<file path="src/verilog/cmp_event_pkg.sv">
// Package: constants and types for the dual comparator event logic
`default_nettype none
package cmp_event_pkg;
   localparam logic [1:0] SRC_SYSCLK = 2'h0;
   localparam logic [1:0] SRC_T0 = 2'h1;
   localparam logic [1:0] SRC_T1 = 2'h2;
   localparam logic [1:0] SRC_T2 = 2'h3;
   localparam logic [2:0] MODE_LOW = 3'h0;
   localparam logic [2:0] MODE_HIGH = 3'h1;
   localparam logic [2:0] MODE_TOG_DB = 3'h2;
   localparam logic [2:0] MODE_RISE_DB = 3'h3;
   localparam logic [2:0] MODE_FALL_DB = 3'h4;
   localparam logic [2:0] MODE_TOG = 3'h5;
   localparam logic [2:0] MODE_RISE = 3'h6;
   localparam logic [2:0] MODE_FALL = 3'h7;
   localparam int CTRL_ENABLE_BIT = 3;
   localparam int CTRL_CONNECT_BIT = 5;
   localparam int CTRL_FLAG_BIT = 4;
   localparam int STABLE_SAMPLES = 4;
   localparam int DEBOUNCE_OVERFLOWS = 2;
   localparam logic [2:0] RESET_MODE = 3'h0;
   typedef enum logic [2:0] {
      DB_IDLE = 3'b001,
      DB_WAIT = 3'b010,
      DB_CHECK = 3'b100
   } db_state_e;
endpackage : cmp_event_pkg
`default_nettype wire

</file>
<file path="src/verilog/cmp_channel.sv">
// One comparator channel: input mux, sampling and event detection
`timescale 1ns/1ps
`default_nettype none
module cmp_channel
   import cmp_event_pkg::*;
#(
   parameter int STABLE_N = cmp_event_pkg::STABLE_SAMPLES
) (
   input wire logic core_clk,
   input wire logic rst,
   input wire logic active,
   input wire logic [3:0] analog_input_pin,
   input wire logic [1:0] pos_channel_sel,
   input wire logic [2:0] ref_levels,
   input wire logic [1:0] reference_sel,
   input wire logic [2:0] irq_condition_sel,
   input wire logic [1:0] sample_source_sel,
   input wire logic [2:0] timer_overflow,
   input wire logic event_clear,
   output logic cmp_out,
   output logic event_flag
);
   initial begin
      if (STABLE_N < 1 || STABLE_N > 15) $error("STABLE_N out of range");
   end
   logic pos_in, neg_in, raw;
   logic smp_r, smp_nxt, acc_r, acc_nxt, flag_r, flag_nxt, out_r, out_nxt;
   logic [3:0] cnt_r, cnt_nxt;
   logic [1:0] ovf_r, ovf_nxt;
   logic tick, edge_ok, hit, is_db, t1;
   db_state_e st_r, st_nxt;
   always_comb begin
      pos_in = analog_input_pin[pos_channel_sel];
      neg_in = (reference_sel == 2'h0) ? ref_levels[1] : ref_levels[reference_sel - 2'h1];
      raw = active & (pos_in > neg_in);
      t1 = timer_overflow[1];
      case (sample_source_sel)
         SRC_T0: tick = timer_overflow[0];
         SRC_T1: tick = timer_overflow[1];
         SRC_T2: tick = timer_overflow[2];
         default: tick = 1'b1;
      endcase
      is_db = (irq_condition_sel >= MODE_TOG_DB) && (irq_condition_sel <= MODE_FALL_DB);
   end
   // Sampling and stability filter
   always_comb begin
      smp_nxt = smp_r;
      acc_nxt = acc_r;
      cnt_nxt = cnt_r;
      edge_ok = 1'b0;
      if (!active) begin
         smp_nxt = 1'b0;
         acc_nxt = 1'b0;
         cnt_nxt = 4'h0;
      end else if (tick) begin
         smp_nxt = raw;
         if (sample_source_sel == SRC_SYSCLK) begin
            edge_ok = raw != acc_r;
            acc_nxt = raw;
         end else if (raw == acc_r) begin
            cnt_nxt = 4'h0;
         end else if (cnt_r == 4'(STABLE_N - 1)) begin
            edge_ok = 1'b1;
            acc_nxt = raw;
            cnt_nxt = 4'h0;
         end else begin
            cnt_nxt = cnt_r + 4'h1;
         end
      end
   end
   // Debounce sequencer and flag
   always_comb begin
      st_nxt = st_r;
      ovf_nxt = ovf_r;
      out_nxt = out_r;
      hit = 1'b0;
      case (st_r)
         DB_IDLE: begin
            if (active && is_db && edge_ok && sample_source_sel == SRC_SYSCLK) begin
               if ((irq_condition_sel == MODE_TOG_DB) || (irq_condition_sel == MODE_RISE_DB && raw) ||
                   (irq_condition_sel == MODE_FALL_DB && !raw)) begin
                  st_nxt = DB_WAIT;
                  out_nxt = raw;
                  ovf_nxt = 2'h0;
               end
            end else if (active && is_db && edge_ok) begin
               hit = (irq_condition_sel == MODE_TOG_DB) || (irq_condition_sel == MODE_RISE_DB && raw) ||
                     (irq_condition_sel == MODE_FALL_DB && !raw);
            end
         end
         DB_WAIT: begin
            if (t1) ovf_nxt = ovf_r + 2'h1;
            if (t1 && ovf_r == 2'(DEBOUNCE_OVERFLOWS - 1)) st_nxt = DB_CHECK;
         end
         DB_CHECK: begin
            hit = raw == out_r;
            st_nxt = DB_IDLE;
         end
         default: st_nxt = DB_IDLE;
      endcase
      if (!active || !is_db) st_nxt = DB_IDLE;
      if (active && !is_db && tick) begin
         case (irq_condition_sel)
            MODE_LOW: hit = !raw;
            MODE_HIGH: hit = raw;
            MODE_TOG: hit = edge_ok;
            MODE_RISE: hit = edge_ok && raw;
            default: hit = edge_ok && !raw;
         endcase
      end
      flag_nxt = hit | (flag_r & ~event_clear);
   end
   always_ff @(posedge core_clk) begin
      if (rst) begin
         smp_r <= 1'b0;
         acc_r <= 1'b0;
         cnt_r <= 4'h0;
         st_r <= DB_IDLE;
         ovf_r <= 2'h0;
         out_r <= 1'b0;
         flag_r <= 1'b0;
      end else begin
         smp_r <= smp_nxt;
         acc_r <= acc_nxt;
         cnt_r <= cnt_nxt;
         st_r <= st_nxt;
         ovf_r <= ovf_nxt;
         out_r <= out_nxt;
         flag_r <= flag_nxt;
      end
   end
   assign cmp_out = smp_r;
   assign event_flag = flag_r;
   level_flag_a: assert property (@(posedge core_clk) disable iff (rst)
      active && tick && irq_condition_sel == MODE_HIGH && raw |=> event_flag) else $error("level flag missed");
   flag_hold_a: assert property (@(posedge core_clk) disable iff (rst)
      event_flag && !event_clear |=> event_flag) else $error("flag lost");
   off_out_a: assert property (@(posedge core_clk) disable iff (rst)
      !active |=> !cmp_out) else $error("output while off");
   db_gap_a: assert property (@(posedge core_clk) disable iff (rst)
      st_r == DB_IDLE && st_nxt == DB_WAIT |=> st_r == DB_WAIT [*2]) else $error("debounce too short");
   stab_a: assert property (@(posedge core_clk) disable iff (rst)
      edge_ok && sample_source_sel != SRC_SYSCLK |-> cnt_r == 4'(STABLE_N - 1)) else $error("edge before stable");
   mux_a: assert property (@(posedge core_clk) disable iff (rst)
      active && tick |=> cmp_out == $past(raw)) else $error("sample wrong");
   sel_a: assert property (@(posedge core_clk) disable iff (rst)
      pos_in == analog_input_pin[pos_channel_sel]) else $error("mux wrong");
   ref_a: assert property (@(posedge core_clk) disable iff (rst)
      reference_sel == 2'h0 |-> neg_in == ref_levels[1]) else $error("ref wrong");
   db_c: cover property (@(posedge core_clk) st_r == DB_CHECK && hit);
   edge_c: cover property (@(posedge core_clk) edge_ok && sample_source_sel != SRC_SYSCLK);
   lvl_c: cover property (@(posedge core_clk) hit && irq_condition_sel == MODE_LOW);
endmodule : cmp_channel
`default_nettype wire

</file>
<file path="src/verilog/dual_comparator_event_logic.sv">
// Top level: two comparator channels and the shared interrupt request
`timescale 1ns/1ps
`default_nettype none
module dual_comparator_event_logic
   import cmp_event_pkg::*;
(
   input wire logic core_clk,
   input wire logic rst,
   input wire logic [3:0] analog_input_pin,
   input wire logic [2:0] internal_ref_level,
   input wire logic cmp_a_enable,
   input wire logic cmp_b_enable,
   input wire logic cmp_a_input_connect,
   input wire logic cmp_b_input_connect,
   input wire logic [1:0] cmp_a_pos_channel_sel,
   input wire logic [1:0] cmp_b_pos_channel_sel,
   input wire logic [1:0] cmp_a_reference_sel,
   input wire logic [1:0] cmp_b_reference_sel,
   input wire logic [1:0] cmp_a_sample_source_sel,
   input wire logic [1:0] cmp_b_sample_source_sel,
   input wire logic [2:0] cmp_a_irq_condition_sel,
   input wire logic [2:0] cmp_b_irq_condition_sel,
   input wire logic [2:0] timer_overflow,
   input wire logic [1:0] cmp_flag_clear,
   input wire logic cmp_irq_enable,
   input wire logic power_down,
   output logic [1:0] cmp_out,
   output logic [1:0] cmp_event_flag,
   output logic cmp_irq
);
   logic act_a, act_b;
   always_comb begin
      act_a = cmp_a_enable & cmp_a_input_connect & ~power_down;
      act_b = cmp_b_enable & cmp_b_input_connect & ~power_down;
      cmp_irq = cmp_irq_enable & (|cmp_event_flag);
   end
   cmp_channel u_cmp_a (
      .core_clk(core_clk),
      .rst(rst),
      .active(act_a),
      .analog_input_pin(analog_input_pin),
      .pos_channel_sel(cmp_a_pos_channel_sel),
      .ref_levels(internal_ref_level),
      .reference_sel(cmp_a_reference_sel),
      .irq_condition_sel(cmp_a_irq_condition_sel),
      .sample_source_sel(cmp_a_sample_source_sel),
      .timer_overflow(timer_overflow),
      .event_clear(cmp_flag_clear[0]),
      .cmp_out(cmp_out[0]),
      .event_flag(cmp_event_flag[0])
   );
   cmp_channel u_cmp_b (
      .core_clk(core_clk),
      .rst(rst),
      .active(act_b),
      .analog_input_pin(analog_input_pin),
      .pos_channel_sel(cmp_b_pos_channel_sel),
      .ref_levels(internal_ref_level),
      .reference_sel(cmp_b_reference_sel),
      .irq_condition_sel(cmp_b_irq_condition_sel),
      .sample_source_sel(cmp_b_sample_source_sel),
      .timer_overflow(timer_overflow),
      .event_clear(cmp_flag_clear[1]),
      .cmp_out(cmp_out[1]),
      .event_flag(cmp_event_flag[1])
   );
   irq_join_a: assert property (@(posedge core_clk) disable iff (rst)
      cmp_irq_enable && cmp_event_flag[1] |-> cmp_irq) else $error("shared irq missing");
   pd_off_a: assert property (@(posedge core_clk) disable iff (rst)
      power_down [*2] |-> cmp_out == 2'h0) else $error("running in power-down");
   irq_c: cover property (@(posedge core_clk) cmp_irq && cmp_event_flag == 2'h3);
endmodule : dual_comparator_event_logic
`default_nettype wire

</file>
<file path="config.mk">
export PLATFORM = sky130hd
export DESIGN_NAME = dual_comparator_event_logic
export DESIGN_NICKNAME = d
export VERILOG_FILES = /design/src/verilog/cmp_event_pkg.sv /design/src/verilog/cmp_channel.sv /design/src/verilog/dual_comparator_event_logic.sv
export SDC_FILE = /design/constraint.sdc
export NUM_CORES = 1
export LEC_CHECK = 0
export ABC_AREA = 1
export CAP_MARGIN = 20
export CORE_MARGIN = 3
export CORE_UTILIZATION = 56
export DETAILED_ROUTE_END_ITERATION = 7
export DONT_BUFFER_PORTS = 1
export GPL_ROUTABILITY_DRIVEN = 0
export PLACE_DENSITY = 0.71
export SLEW_MARGIN = 10
export SYNTH_ARGS = -nofsm -noshare
export SYNTH_HDL_FRONTEND = slang
export SYNTH_SLANG_ARGS = --single-unit
</file>
<file path="constraint.sdc">
create_clock -name core_clk -period 3 [get_ports core_clk]
set_input_delay 0.3 -clock core_clk [delete_from_list [all_inputs] [get_ports core_clk]]
set_output_delay 0.3 -clock core_clk [all_outputs]
set_load 0.02 [all_outputs]
</file>
* After elaboration in Yosys (flattened, before gate mapping)
Index checks and enable logic that the tools add are counted.
** Cells by class
- Reduce and logical (&&, ||, !) cells :: 59
- Multiplexer cells :: 58
- Bitwise logic cells :: 18
- Magnitude comparators :: 10
- Eq/ne operators :: 44
- Add/sub/neg operators :: 6
** Operator list (number)
- $mux 1 :: 28
- $eq 3x3->1 const B :: 8
- $logic_and 1x1->1 :: 22
- $eq 3x2->1 const B :: 6
- $mux 3 :: 6
- $reduce_and 3->1 :: 6
- $mux 4 :: 4
- $ne 2x1->1 const B :: 8
- $eq 3x1->1 const B :: 4
- $lt 2x3->1 const B :: 4
- $mux 2 :: 6
- $pmux 3 s2 :: 2
- $reduce_or 2->1 :: 5
- $and 1x1->1 :: 9
- $add 4x1->4 const B :: 2
- $bmux 1 s2 :: 4
- $eq 2x1->1 const B :: 4
- $eq 2x2->1 const B :: 4
- $eq 4x2->1 const B :: 2
- $logic_not 2->1 :: 4
- $pmux 1 s4 :: 2
- $pmux 2 s2 :: 2
- $reduce_and 4->1 :: 2
- $reduce_bool 2->1 :: 4
- 16 further kinds :: 47
** Storage, ports and cells
- Bits of input ports :: 38
- Flip-flop bits (word level) :: 26
- Output and inout port bits :: 5
- Logic and storage cells :: 209

* Depth between registers and ports, before layout
- Depth in word-level cells :: 17
- Depth in mapped cells :: 17
- Gate-level depth less buffers :: 17

* By module
A second synthesis with hierarchy kept.
** Unflattened totals
- Cell total of the unflattened synthesis :: 367
- Area total of the unflattened synthesis :: 2319.7 µm²
** Modules (own cells, without submodules)
- cmp_channel at u_cmp_a :: times used 1, area an instance 1149.9 µm², cells an instance 180, sequential area each 260.2 µm²
- cmp_channel at u_cmp_b :: times used 1, area an instance 1143.6 µm², cells an instance 180, sequential area each 260.2 µm²
- dual_comparator_event_logic :: times used 1, area an instance 26.3 µm², cells an instance 7, sequential area each 0.0 µm²

* Worst setup path before layout
Ideal clock, no wire load.
- Kind :: in2reg
- From :: in cmp_b_reference_sel[0]
- To :: reg u_cmp_b.ovf_r[0]
- Stages on the path :: 14
- Slack :: 1.250 ns
- Data required time :: 2.885 ns
- Path buffers :: 0
- Arrival time :: 1.635 ns
- Setup time :: 0.115 ns
- Cell sequence :: inv_2 -> ha_1 -> nand2_1 -> nand2_2 -> a21oi_2 -> nand3_4 -> nand2_1 -> nand3_2 -> nor2_4 -> nand2_1 -> nand2_2 -> nand3_1 -> nand2_1 -> nor2_1
** On the way
- Longest elaborated chain between the ends :: 15
- Elaborated cells between the ends (all ways) :: 23
- Those cells by class :: add/sub: 1; order compare: 1; eq/ne: 4; mux: 7; bitwise: 1; reduce/logical: 9
** Ends and longest elaborated chain
- from (decl) :: line dual_comparator_event_logic.sv:18 : input wire logic [1:0] cmp_b_reference_sel,
- $sub 2x1->2 :: line cmp_channel.sv:34 : neg_in = (reference_sel == 2'h0) ? ref_levels[1] : ref_levels[reference_sel - 2'h1];
- $bmux 1 s2 :: line cmp_channel.sv:34
- $mux 1 (not written as such) :: line cmp_channel.sv:34
- $mux 1 (*) :: line cmp_channel.sv:34
- $gt 1x1->1 (*) :: line cmp_channel.sv:35 : raw = active & (pos_in > neg_in);
- $and 1x1->1 (*) :: line cmp_channel.sv:35
- $eq 1x1->1 :: line cmp_channel.sv:60 : end else if (raw == acc_r) begin
- $mux 1 :: line cmp_channel.sv:60
- $mux 1 :: line cmp_channel.sv:57 : if (sample_source_sel == SRC_SYSCLK) begin
- $mux 1 :: line cmp_channel.sv:55 : end else if (tick) begin
- $mux 1 :: line cmp_channel.sv:51 : if (!active) begin
- $logic_and 1x1->1 (2 in series) :: line cmp_channel.sv:79 : if (active && is_db && edge_ok && sample_source_sel == SRC_SYSCLK) begin
- $ne 2x1->1 (no line)
- $reduce_and 4->1 (no line) (*)
- to (signal assigned) :: line cmp_channel.sv:127 : ovf_r <= ovf_nxt;
- to (decl) :: line cmp_channel.sv:29 : logic [1:0] ovf_r, ovf_nxt;
Every way passes the cells marked *; elsewhere a longest branch is shown, timed or not. The select of a mux whose other input is x is not followed.
A chain may end at the register's enable or synchronous reset.

* Worst setup path after layout
- From :: in cmp_a_reference_sel[0]
- To :: reg u_cmp_a.ovf_r[0]
** On the way
- Longest elaborated chain between the ends :: 15
- Elaborated cells between the ends (all ways) :: 23
- Those cells by class :: add/sub: 1; order compare: 1; eq/ne: 4; mux: 7; bitwise: 1; reduce/logical: 9
** Ends and longest elaborated chain
- from (decl) :: line dual_comparator_event_logic.sv:17 : input wire logic [1:0] cmp_a_reference_sel,
- $sub 2x1->2 :: line cmp_channel.sv:34
- $bmux 1 s2 :: line cmp_channel.sv:34
- $mux 1 (not written as such) :: line cmp_channel.sv:34
- $mux 1 (*) :: line cmp_channel.sv:34
- $gt 1x1->1 (*) :: line cmp_channel.sv:35
- $and 1x1->1 (*) :: line cmp_channel.sv:35
- $eq 1x1->1 :: line cmp_channel.sv:60
- $mux 1 :: line cmp_channel.sv:60
- $mux 1 :: line cmp_channel.sv:57
- $mux 1 :: line cmp_channel.sv:55
- $mux 1 :: line cmp_channel.sv:51
- $logic_and 1x1->1 (2 in series) :: line cmp_channel.sv:79
- $ne 2x1->1 (no line)
- $reduce_and 4->1 (no line) (*)
- to (signal assigned) :: line cmp_channel.sv:127
- to (decl) :: line cmp_channel.sv:29
Marks and branches as above.

==> summary.txt <==
Power and ir drop
  • Total Power: 649.6 µW
  • Cell Pwr Density: 297.2 nW/µm²
  • Leakage: 0.001042 µW
  • Worst IR Drop VDD: 188.5 µV

Routing
  • Drt wl/cell: 10.51 µm
  • Via count: 1989
  • Final WL: 4.161 mm
  • Drt pass-1 iters: 4
  • Antenna-violating nets left: 0
  • DRC: 0
  • DRT iter0 DRCs: 121
  • Number of vias per cell: 5.023

Yosys
  • Yosys warns: 0
  • Fraction of registers with async set/reset: 0
  • Synth Flop Type: dfxtp_1
  • Post-synthesis area per instance: 6.031 µm²
  • EDFF count, synth: 0
  • Synth cell types: 29
  • Synth Cell Area: 2117 µm²
  • Sequential area share after synthesis: 0.2459
  • Leading area contributor after synthesis: dfxtp_1
  • Register bit count reported by yosys: 26
  • Syn nets: 395
  • Synth top area cells: dfxtp_1, nand2_1, inv_1
  • Top cell type's share of synthesized area: 0.2459
  • Top cells by count, synth: nand2_1, inv_1, nor2_1, nand3_1, dfxtp_1
  • Mapped Cells: 351
  • Count leader, synth: nand2_1

Worst hold path
  • Hold Crit Start: rst
  • Worst hold path class: input port to flop

Timing
  • Hold Fails Final Rpt: 0
  • Clock Skews: 0.009244 ns
  • Worst-Margin Slew: 0.5866 ns
  • Count of final setup violators: 0
  • Final Max Slew Viols: 0
  • Worst hold slack: 0.09048 ns
  • Max Freq: 0.6047 GHz
  • Slew HR: 0.6059
  • Final TNS setup: 0 ns
  • Unrepaired setup endpoints after global routing: no
  • Tcrit/Tclk final: 0.5512
  • Crit path time final: 1.654 ns

Critical path
  • CP max FO: 10
  • Crit Reg-Reg Endpoint: u_cmp_a.out_r
  • Critical Path RT: 3.17 ns
  • Crit start category: input port
  • Setup slack, reg-to-reg: 1.38 ns
  • CP endpoint: u_cmp_a.ovf_r[0]
  • WS Path Type: input port to flop
  • R2R depth: 10
  • Crit end category: flop
  • CP arrival: 1.83 ns
  • CP Launch Point: cmp_a_reference_sel[0]
  • Reg2reg start: u_cmp_a.cnt_r[1]

Place
  • HPWL after DPL: 3.511 mm
  • Port buffer count: 0
  • Cells after DPL: 393
  • Placed inst area: 2145 µm²

Clock tree
  • Num CTS Buffers: 3
  • Clock slew at reported path FFs: 0.09 ns
  • CTS tree: built
  • Post_cts resized: 0
  • Post-CTS Hold Fix Bufs: 0
  • H-tree levels: 1
  • CTS Root Cell: clkbuf_8
  • Max Root-Sink Buffers: 2
  • CTS sink count: 26
  • Later-pin clock latency in the skew report: 0.27 ns
  • Setup Buffers After CTS: 0

Global routing
  • Initial antenna violation count: 0
  • Most used routing layer in global routing: met2
  • Vias in the first global route: 1731
  • Met2 GRT Util: 0.3281
  • Global-route wire length before repair: 6.996 mm
  • Met1 usage: 0.2551
  • Largest net degree at the start of global routing: 14
  • Total track usage: 0.1940
  • GR Overflow Total: 0
  • Met3 Resource Use GR: 0.04326

Floorplan
  • Cell Rows: 21
  • Die W: 67.49 µm
  • Initial Utilization: 0.6058
  • Die height: 67.49 µm
  • I/O pin count: 43
  • Core Area: 3495 µm²
  • Die area: 4554 µm²

Cells and area
  • Post-route cell area: 2186 µm²
  • Area grow syn2layout: 3.251%
  • Final std cells w/o fill: 396
  • Nets: 396
  • ANT cells: 0
  • Share of cells above drive strength 1: 0.1086

Outcome
  • Outcome: finished, final reports clean

Job
  • Maxcap violations: 0
[how the worst min path moves through the flow]
stage,cells past startpoint,end
floorplan,1,u_cmp_b.out_r
global placement,1,u_cmp_b.out_r
detailed placement,1,u_cmp_b.out_r
CTS,1,u_cmp_a.event_flag
global route,1,u_cmp_b.out_r
finish,1,u_cmp_a.event_flag
[cell families after synthesis]
group / share of synthesized area
buffers and inverters: 0.1365
and+or+nand+nor: 0.4752
DFF: 0.2459
adders and majority gates: 0.03546
xor gates and xnor gates: 0.01655
AOI/OAI and AO/OA: 0.09043
[critical path, stage by stage]
cell	delay, ns
inv_1	0.05
ha_1	0.30
nand2_1	0.07
nand2_1	0.06
a21oi_1	0.15
nand3_2	0.22
nand2_1	0.14
nand4_1	0.21
nand3_2	0.17
nand2_1	0.06
inv_1	0.05
nor2_1	0.04
[routing by layer]
metal / up-vias / part of all wire / wire [µm]
met5: - / 0 / 0
met4: 0 / 0.0031 / 13
met3: 2 / 0.052 / 217
met2: 36 / 0.46 / 1902
met1: 862 / 0.49 / 2028
li1: 1089 / - / -
[power by group]
group	leakage [µW]	switching (µW)	total [µW]	internal, µW
Combinational	0.000811	74.7	110	35.6
Clock	0.0000216	102	192	89.8
Sequential	0.000210	1.59	348	346
Total	0.00104	178	650	471
[layout make-up]
type | instances | area (µm²)
Inverter | 69 | 259.0
Multi-Input combinational cell | 252 | 1308
Fill cell | 352 | 1309
Sequential cell | 26 | 520.5
Tap cell | 46 | 57.56
Clock buffer | 3 | 41.29
[per-stage QoR]
stage	setup slack (ns)	util
floorplan	1.250	-
global placement	1.079	0.6137
detailed placement	1.073	0.6137
CTS	1.351	0.6255
global route	1.155	0.6255
finish	1.346	0.6255
[flip-flops by register name, summed over array words and instances, names as in the netlist, 2 cells and up]
register and flops:
u_cmp_a.cnt_r 4, u_cmp_a.ovf_r 2, u_cmp_a.st_r 3, u_cmp_b.cnt_r 4
u_cmp_b.ovf_r 2, u_cmp_b.st_r 3
[layout by cell type (no fill, tap or decap), drive strengths merged]
cell type	netlist	layout
nand2	96	96
inv	68	68
nor2	49	49
nand3	36	36
dfxtp	26	26
a21oi	19	19
o21ai	13	13
nor3	11	11
nand4	8	8
ha	6	6
or2	4	4
xor2	4	4
clkbuf	0	3
nand3b	2	2
o211ai	2	2
o21a	1	1
clkinv	1	1
and2	1	1
(Power assumes the default switching activity.)
